### src/rtl/xor_consts.vh
`ifndef XOR_CONSTS_VH
`define XOR_CONSTS_VH
// register offsets from the operational base
`define XOR_OFS_COMMAND     12'h000
`define XOR_OFS_STATUS      12'h004
`define XOR_OFS_PAGE_SIZE   12'h008
`define XOR_OFS_NOTIFY      12'h014
`define XOR_OFS_CRC_LO      12'h018
`define XOR_OFS_CRC_HI      12'h01C
// command register fields
`define XOR_CMD_RUN         0
`define XOR_CMD_RESET       1
`define XOR_CMD_IRQEN       2
`define XOR_CMD_SEE         3
`define XOR_CMD_LRESET      7
`define XOR_CMD_SAVE        8
`define XOR_CMD_RESTORE     9
`define XOR_CMD_WRAP        10
`define XOR_CMD_U3STOP      11
`define XOR_CMD_WMASK       32'h00000F8F
// status register fields
`define XOR_STS_HALTED      0
`define XOR_STS_SYSERR      2
`define XOR_STS_EVENT       3
`define XOR_STS_PORTCHG     4
`define XOR_STS_SAVING      8
`define XOR_STS_RESTORING   9
`define XOR_STS_SRERR       10
`define XOR_STS_NOTREADY    11
`define XOR_STS_CTRLERR     12
`define XOR_STS_RESET       32'h00000801
// other values
`define XOR_PAGE_SIZE_VAL   32'h00000001
`define XOR_NOTIFY_WMASK    32'h0000FFFF
`define XOR_CMD_RESET_VAL   32'h00000000
`define XOR_NOTIFY_RESET    16'h0000
`define XOR_CRC_RESET       64'h0000000000000000
`endif

### src/rtl/xor_rc_flag.v
`include "xor_consts.vh"

// read-clear flag: event set wins over a read clear in the same cycle
module xor_rc_flag
(
    input  wire clk,
    input  wire rst,
    input  wire set_pulse,
    input  wire rd_clear,
    output reg  flag_q
);

    // set dominates so an event coincident with the read is kept
    always @(posedge clk or posedge rst)
    begin
        if (rst)
            flag_q <= 1'b0;
        else if (set_pulse)
            flag_q <= 1'b1;
        else if (rd_clear)
            flag_q <= 1'b0;
    end

endmodule // xor_rc_flag

### src/rtl/xor_op_regs.v
`include "xor_consts.vh"

// Overview of operation
// - registers decode at offsets relative to the operational base address.
// - command bits 31:12 and 6:4 are reserved and read zero.
// - command bits 0..3: run/stop, reset, interrupter enable, error enable.
// - command bits 7..11: light reset, save, restore, wrap, U3 index stop.
// - status reads 0000_0801h after reset: halted and not ready set.
// - save/restore error, port change, event, system error clear on read.
// - error, not ready, restore, save, halted mirror state; others read zero.
// - page size is read-only and reads one (4k pages).
// - notification control holds sixteen read/write enables, upper half zero.
// - notification control resets to zero.
// - 64-bit command ring control register resets to zero.
module xor_op_regs
#(
    parameter ADDR_W = 12
)
(
    input  wire              clk,
    input  wire              rst,
    // register port, addressed from the operational base
    input  wire [ADDR_W-1:0] reg_addr,
    input  wire              reg_wr,
    input  wire              reg_rd,
    input  wire [31:0]       reg_wdata,
    input  wire [3:0]        reg_be,
    output reg  [31:0]       reg_rdata,
    output reg               reg_rvalid,
    // control outputs to the internal engines
    output reg               run_stop,
    output reg               controller_reset,
    output reg               interrupter_enable,
    output reg               system_error_enable,
    output reg               light_controller_reset,
    output reg               save_state_cmd,
    output reg               restore_state_cmd,
    output reg               wrap_event_enable,
    output reg               frame_index_stop_u3,
    output reg  [15:0]       notification_enables,
    output reg  [63:0]       command_ring_control,
    // state and events from the internal engines
    input  wire              halted_in,
    input  wire              not_ready_in,
    input  wire              controller_error_in,
    input  wire              save_in_progress_in,
    input  wire              restore_in_progress_in,
    input  wire              system_error_set,
    input  wire              event_interrupt_set,
    input  wire              port_change_set,
    input  wire              save_restore_error_set
);

    ////////////////////////////////////////////////////////////////////////////
    // address decode

    localparam [ADDR_W-1:0] A_CMD  = `XOR_OFS_COMMAND;
    localparam [ADDR_W-1:0] A_STS  = `XOR_OFS_STATUS;
    localparam [ADDR_W-1:0] A_PGS  = `XOR_OFS_PAGE_SIZE;
    localparam [ADDR_W-1:0] A_NTF  = `XOR_OFS_NOTIFY;
    localparam [ADDR_W-1:0] A_CRL  = `XOR_OFS_CRC_LO;
    localparam [ADDR_W-1:0] A_CRH  = `XOR_OFS_CRC_HI;

    reg         hit_cmd;
    reg         hit_sts;
    reg         hit_pgs;
    reg         hit_ntf;
    reg         hit_crl;
    reg         hit_crh;
    wire [31:0] be_mask;

    // one-hot decode from the operational base
    always @*
    begin
        hit_cmd = 1'b0;
        hit_sts = 1'b0;
        hit_pgs = 1'b0;
        hit_ntf = 1'b0;
        hit_crl = 1'b0;
        hit_crh = 1'b0;
        if (reg_addr == A_CMD)
            hit_cmd = 1'b1;
        else if (reg_addr == A_STS)
            hit_sts = 1'b1;
        else if (reg_addr == A_PGS)
            hit_pgs = 1'b1;
        else if (reg_addr == A_NTF)
            hit_ntf = 1'b1;
        else if (reg_addr == A_CRL)
            hit_crl = 1'b1;
        else if (reg_addr == A_CRH)
            hit_crh = 1'b1;
    end

    // byte enables widened to a bit mask
    genvar gi;
    generate
        for (gi = 0; gi < 4; gi = gi + 1)
        begin : g_be
            assign be_mask[gi*8 +: 8] = {8{reg_be[gi]}};
        end
    endgenerate

    ////////////////////////////////////////////////////////////////////////////
    // command register

    wire [31:0] cmd_wmask = `XOR_CMD_WMASK & be_mask;
    reg  [31:0] cmd_q;
    reg  [31:0] cmd_d;

    // only the nine rw bits take writes; reserved stays zero
    always @*
    begin
        cmd_d = cmd_q;
        if (reg_wr && hit_cmd)
            cmd_d = (cmd_q & ~cmd_wmask) | (reg_wdata & cmd_wmask);
    end

    always @(posedge clk or posedge rst)
    begin
        if (rst)
            cmd_q <= `XOR_CMD_RESET_VAL;
        else
            cmd_q <= cmd_d & `XOR_CMD_WMASK;
    end

    ////////////////////////////////////////////////////////////////////////////
    // notification control and command ring control

    reg [15:0] ntf_q;
    reg [63:0] crc_q;

    // upper half of notification control is never stored
    always @(posedge clk or posedge rst)
    begin
        if (rst)
        begin
            ntf_q <= `XOR_NOTIFY_RESET;
            crc_q <= `XOR_CRC_RESET;
        end
        else if (reg_wr)
        begin
            if (hit_ntf)
                ntf_q <= (ntf_q & ~be_mask[15:0]) | (reg_wdata[15:0] & be_mask[15:0]);
            if (hit_crl)
                crc_q[31:0] <= (crc_q[31:0] & ~be_mask) | (reg_wdata & be_mask);
            if (hit_crh)
                crc_q[63:32] <= (crc_q[63:32] & ~be_mask) | (reg_wdata & be_mask);
        end
    end

    ////////////////////////////////////////////////////////////////////////////
    // status register

    wire rd_sts = reg_rd && hit_sts;
    wire srerr_q;
    wire portchg_q;
    wire ein_q;
    wire syserr_q;

    // read-clear flags: writes have no path in
    xor_rc_flag u_srerr
    (
        .clk       (clk),
        .rst       (rst),
        .set_pulse (save_restore_error_set),
        .rd_clear  (rd_sts),
        .flag_q    (srerr_q)
    );

    xor_rc_flag u_portchg
    (
        .clk       (clk),
        .rst       (rst),
        .set_pulse (port_change_set),
        .rd_clear  (rd_sts),
        .flag_q    (portchg_q)
    );

    xor_rc_flag u_ein
    (
        .clk       (clk),
        .rst       (rst),
        .set_pulse (event_interrupt_set),
        .rd_clear  (rd_sts),
        .flag_q    (ein_q)
    );

    xor_rc_flag u_syserr
    (
        .clk       (clk),
        .rst       (rst),
        .set_pulse (system_error_set),
        .rd_clear  (rd_sts),
        .flag_q    (syserr_q)
    );

    // mirrored state registered once so reset shows 0801h
    reg halted_q;
    reg notrdy_q;
    reg ctlerr_q;
    reg saving_q;
    reg restoring_q;

    always @(posedge clk or posedge rst)
    begin
        if (rst)
        begin
            halted_q    <= 1'b1;
            notrdy_q    <= 1'b1;
            ctlerr_q    <= 1'b0;
            saving_q    <= 1'b0;
            restoring_q <= 1'b0;
        end
        else
        begin
            halted_q    <= halted_in;
            notrdy_q    <= not_ready_in;
            ctlerr_q    <= controller_error_in;
            saving_q    <= save_in_progress_in;
            restoring_q <= restore_in_progress_in;
        end
    end

    reg [31:0] sts_val;

    // assemble status; unlisted bits stay zero
    always @*
    begin
        sts_val                     = 32'h00000000;
        sts_val[`XOR_STS_HALTED]    = halted_q;
        sts_val[`XOR_STS_SYSERR]    = syserr_q;
        sts_val[`XOR_STS_EVENT]     = ein_q;
        sts_val[`XOR_STS_PORTCHG]   = portchg_q;
        sts_val[`XOR_STS_SAVING]    = saving_q;
        sts_val[`XOR_STS_RESTORING] = restoring_q;
        sts_val[`XOR_STS_SRERR]     = srerr_q;
        sts_val[`XOR_STS_NOTREADY]  = notrdy_q;
        sts_val[`XOR_STS_CTRLERR]   = ctlerr_q;
    end

    ////////////////////////////////////////////////////////////////////////////
    // read data

    reg [31:0] rdata_d;

    // unmapped offsets read zero
    always @*
    begin
        rdata_d = 32'h00000000;
        if (hit_cmd)
            rdata_d = cmd_q;
        else if (hit_sts)
            rdata_d = sts_val;
        else if (hit_pgs)
            rdata_d = `XOR_PAGE_SIZE_VAL;
        else if (hit_ntf)
            rdata_d = {16'h0000, ntf_q};
        else if (hit_crl)
            rdata_d = crc_q[31:0];
        else if (hit_crh)
            rdata_d = crc_q[63:32];
    end

    // read data captured with the pre-clear flag values
    always @(posedge clk or posedge rst)
    begin
        if (rst)
        begin
            reg_rdata  <= 32'h00000000;
            reg_rvalid <= 1'b0;
        end
        else
        begin
            reg_rvalid <= reg_rd;
            if (reg_rd)
                reg_rdata <= rdata_d;
        end
    end

    ////////////////////////////////////////////////////////////////////////////
    // control outputs: command bits registered from cmd_d with the stored field, enables and ring copied from the stored fields

    always @(posedge clk or posedge rst)
    begin
        if (rst)
        begin
            run_stop               <= 1'b0;
            controller_reset       <= 1'b0;
            interrupter_enable     <= 1'b0;
            system_error_enable    <= 1'b0;
            light_controller_reset <= 1'b0;
            save_state_cmd         <= 1'b0;
            restore_state_cmd      <= 1'b0;
            wrap_event_enable      <= 1'b0;
            frame_index_stop_u3    <= 1'b0;
            notification_enables   <= 16'h0000;
            command_ring_control   <= 64'h0000000000000000;
        end
        else
        begin
            run_stop               <= cmd_d[`XOR_CMD_RUN];
            controller_reset       <= cmd_d[`XOR_CMD_RESET];
            interrupter_enable     <= cmd_d[`XOR_CMD_IRQEN];
            system_error_enable    <= cmd_d[`XOR_CMD_SEE];
            light_controller_reset <= cmd_d[`XOR_CMD_LRESET];
            save_state_cmd         <= cmd_d[`XOR_CMD_SAVE];
            restore_state_cmd      <= cmd_d[`XOR_CMD_RESTORE];
            wrap_event_enable      <= cmd_d[`XOR_CMD_WRAP];
            frame_index_stop_u3    <= cmd_d[`XOR_CMD_U3STOP];
            notification_enables   <= ntf_q;
            command_ring_control   <= crc_q;
        end
    end

endmodule // xor_op_regs

### config.mk
export PLATFORM = sky130hd
export DESIGN_NAME = xor_op_regs
export DESIGN_NICKNAME = d
export VERILOG_FILES = /design/src/rtl/xor_rc_flag.v /design/src/rtl/xor_op_regs.v
export VERILOG_INCLUDE_DIRS = /design/src /design/src/rtl
export SDC_FILE = /design/constraint.sdc
export NUM_CORES = 1
export LEC_CHECK = 0
export ABC_CLOCK_PERIOD_IN_PS = 10200
export BUFFER_PORTS_ARGS = -buffer_cell sky130_fd_sc_hd__buf_4
export CAP_MARGIN = 20
export CELL_PAD_IN_SITES_DETAIL_PLACEMENT = 0
export CELL_PAD_IN_SITES_GLOBAL_PLACEMENT = 1
export CORE_MARGIN = 10
export CORE_UTILIZATION = 40
export CTS_BUF_LIST = sky130_fd_sc_hd__clkbuf_4 sky130_fd_sc_hd__clkbuf_8
export CTS_CLUSTER_SIZE = 28
export DETAILED_ROUTE_END_ITERATION = 7
export GPL_ROUTABILITY_DRIVEN = 0
export PLACE_DENSITY_LB_ADDON = 0.1
export SLEW_MARGIN = 20
export SYNTH_ARGS = -nofsm -noshare
export SYNTH_HDL_FRONTEND = slang
export SYNTH_SLANG_ARGS = --single-unit
### constraint.sdc
create_clock -name clk -period 10.2 [get_ports clk]
set_input_delay 2.04 -clock clk [delete_from_list [all_inputs] [get_ports clk]]
set_output_delay 2.04 -clock clk [all_outputs]
set_load 0.05 [all_outputs]
# Word level (Yosys, flattened, before mapping)
# Index checks and enable logic that the tools add are counted.
# Widths: inputs -> output; s select.
# classes
multipliers,0
n_lt_le_gt_ge,0
n_shift,0
n_addsub,0
bitwise_logic,14
div,0
mux,33
n_eq_ne,5
n_reduce_logical,10
# ops
op,n
$mux 32,6
$and 32x32->32,3
$or 32x32->32,2
$eq 12x5->1 const B,3
$and 16x16->16,2
$not 32->32,1
$mux 1,26
$and 12x12->12,2
$not 16->16,1
$or 16x16->16,1
$eq 12x3->1 const B,1
$eq 12x4->1 const B,1
$logic_not 12->1,1
$mux 12,1
$not 12->12,1
$or 12x12->12,1
$reduce_bool 2->1,4
$reduce_and 2->1,3
$logic_and 1x1->1,2
# word_totals
ff_bits,220
rom_bits,0
ram_bits,0
inputBits,61
latchBits,0
word_cells,88
mem_count,0

# Logic depth before layout (Yosys ltp)
# logic_depth
ltp_word,13
depth_mapped,7
mapped_depth_nobuf,4

# Modules after synthesis
# Synthesis repeated with hierarchy kept, for this count alone.
# unflattened
hier_cells,544
hier_area_um2,7671.1
# modules_own_cells
module,instances,seq_area_each_um2,area_per_inst_um2,cells_per_inst
xor_op_regs,1,5182.5,7511.0,528
xor_rc_flag,4,25.0,40.0,4

# Worst setup path after synthesis
# OpenSTA, ideal clock, no wires.
# synth_path
kind,input port to flip-flop
start,input port reg_addr[11]
end,register with a tool-made name
stages,6
path_slack_ns,6.684
t_required_ns,10.075
t_arrival_ns,3.391
setup_ns,0.125
path_cell_list,nor4_2 > and2_1 > buf_4 > and3_1 > buf_4 > mux2_2
# synth_lines
item,line_no,rtl
start: declaration,xor_op_regs.v:23,"input wire [ADDR_W-1:0] reg_addr,"

==> impl_metrics.py <==
metrics = {
    "critical_path": {
        "crit_type": "in -> reg",
        "path_max_fanout": 39,
        "crit_arrival_ps": 4500,
        "r2r_slack_ps": 9010,
        "path_cells": "buf_4 -> nor2b_1 -> nor3b_1 -> and3_1 -> mux2_2",
        "cp_slowest_cell": "nor2b_1",
        "required_ps": 10590,
        "cp-end-kind": "flop",
        "start_kind": "input pin",
        "cpPeakStageDelay_ps": 670,
    },
    "clock_tree": {
        "cts_tree": "built",
        "hold_buffers": 0,
        "clockRootBuffer": "clkbuf_8",
        "htree_levels": 2,
        "clockBufferDepth": 3,
        "clock-sinks": 211,
        "postCtsSetupBuffers": 0,
        "path_clk_slew_ps": 70,
        "cts_buffers": 36,
        "insertion_delay_ps": 510,
        "ctsResizeCount": 0,
    },
    "cells_and_area": {
        "area_growth_pct": 30.3,
        "final_common_cell": "dfrtp_1",
        "ff_latch_area_um2": 5280,
        "final_cell_count_no_fill": 936,
        "post-route-cell-area_um2": 10000,
        "num_antenna_cells": 0,
        "n_fill_cell": 1612,
        "layout.nets": 738,
        "drive_gt1_share_pct": 50.4,
        "multiInputGateArea_um2": 2230,
        "final_cell_mix": "209 x dfrtp_1, 184 x buf_4, 96 x mux2_2",
        "post-route-util_pct": 53.3,
    },
    "pwr": {
        "p_leak_nw": 5.25,
        "p_switching_uw": 369,
        "cell_internal_pwr_mw": 1.35,
        "power_mw": 1.72,
        "pwr-share-clk_pct": 47.1,
        "sw_frac_of_total_pct": 21.5,
        "pwr-share-comb_pct": 3.8,
        "power_density_nw_per_um2": 172,
        "seqPwrFrac_pct": 49.1,
        "ir_worst_vdd_mv": 0.164,
    },
    "global_routing": {
        "grt_pass1_wl_mm": 30.9,
        "antenna_found_initial": 0,
        "grt_max_degree": 126,
        "grt.busiest_layer": "met2",
        "grt_pass1_vias": 5328,
        "grt.met1_usage_pct": 20.1,
        "grt_util_met2_pct": 25.7,
        "grt_usage_pct": 16.0,
        "grt_use_met3_pct": 4.80,
        "grt_overflow_total": 0,
    },
    "timing": {
        "fin_tns_setup_ps": 0,
        "worst_pin_slew_ps": 1010,
        "final_hold_viol_count": 0,
        "holdWs_ps": 392,
        "setup_viol_count_final": 0,
        "fin_crit_sh_pct": 40.3,
        "fin_ws_ps": 6090,
        "rsz0062_at_grt": "false",
        "slew_headroom_pct": 32.7,
        "layout_min_cycle_time_ps": 4110,
        "drv_slew": 0,
        "skew_ps": 16.5,
        "fmax_mhz": 243,
    },
    "yosys": {
        "synthDistinctLibCells": 41,
        "synth-seq-area-share_pct": 68.8,
        "ys_warn_count": 0,
        "synthCells": 480,
        "ys_ff_latch": 211,
        "async_reset_ff_share_pct": 100,
        "synth_edf_count": 0,
        "syn-mean-instance-area_um2": 16.0,
        "syn_area_um2": 7670,
        "ys.flop_type": "dfrtp_1",
        "synth_nets": 541,
    },
    "routing": {
        "drt-pass1-iter-count": 4,
        "detail-route-antenna-nets": 0,
        "remaining_drc_errors": 0,
        "wl_mm": 20.3,
        "viasPerCell": 5.11,
        "routedWlPerCell_um": 21.7,
        "vias": 4785,
        "drtIter0Drc": 205,
    },
    "floorplan": {
        "die_x_um": 159,
        "rows": 50,
        "coreArea_um2": 18800,
        "floorplan.initialDensity_pct": 40.9,
        "io_pins": 183,
        "dieArea_um2": 25100,
        "die_h_um": 159,
    },
    "min_path": {
        "worstHoldPathType": "reg -> reg",
    },
    "place": {
        "dp_cells": 873,
        "dp_slack_ps": 5540,
        "dp_hpwl_mm": 14.0,
        "post_dp_cell_area_um2": 9220,
        "portBuffers": 182,
    },
    "job": {
        "maxCapViolations": 0,
    },
    "outcome": {
        "status": "complete, no violations",
    },
}
kinds of logic after synthesis:
| family | after synthesis | share of synthesized area [%] |
|---|---|---|
| AO/OA/AOI/OAI | 62 | 6.60 |
| buffers and inverters | 30 | 2.10 |
| flip-flops | 211 | 68.8 |
| multiplexers | 124 | 17.7 |
| AND/OR/NAND/NOR | 53 | 4.71 |
critical path, delay by kind of cell:
family,cells,cell delay (ps)
simple gates,3,1730
mux,1,390
buf+inv,1,310
cell type report:
class                      instances  area share [%]
clock buffer                      57            6.97
timing repair buffer             185            13.9
tap                              234            2.93
inverter                           4           0.225
clock inverter                     6           0.801
sequential                       211            52.8
multi-input combinational        239            22.3
synthesized netlist by cell type (3+ instances only):
cell / count / area [um2]
a22oi_1: 7 / 52.6
dfrtp_1: 209 / 5230
buf_2: 12 / 60.1
buf_4: 5 / 37.5
mux2i_1: 28 / 280
nor2_1: 8 / 30.0
inv_1: 4 / 15.0
a21o_1: 6 / 45.0
o2bb2ai_1: 29 / 254
nor2b_1: 7 / 43.8
clkbuf_1: 5 / 18.8
a211o_1: 4 / 35.0
nand2_1: 7 / 26.3
o21ai_0: 3 / 15.0
a32oi_1: 3 / 26.3
mux2_2: 96 / 1080
and3_1: 9 / 56.3
metal layers:
layer,up-vias,part of all wire (%)
met5,-,0
met2,152,48
met4,0,2.3
met1,2450,43
li1,2145,-
met3,38,7.1
path summary, 6_finish.rpt:
kind,depth (start not counted),from,to
min in group asynchronous,2,rst,notification_enables[10]$_DFF_PP0_
setup / recovery,5,reg_addr[2],flop
setup reg to reg,4,flop,reg_rdata[0]$_DFFE_PP0P_
hold reg to reg,0,flop,notification_enables[5]$_DFF_PP0_
max in group asynchronous,3,rst,asynchronous set/reset pin
hold / removal,0,flop,notification_enables[5]$_DFF_PP0_
power groups by stage:
stage	Combinational (mW)	Sequential [mW]	Clock [mW]
finish	0.0657	0.842	0.808
global route	0.0725	0.841	0.874
CTS	0.0674	0.842	0.830
detailed placement	0.0672	0.857	0
global placement	0.0663	0.857	0
floorplan	0.0283	0.860	0
Power figures use the tool's default switching activity.
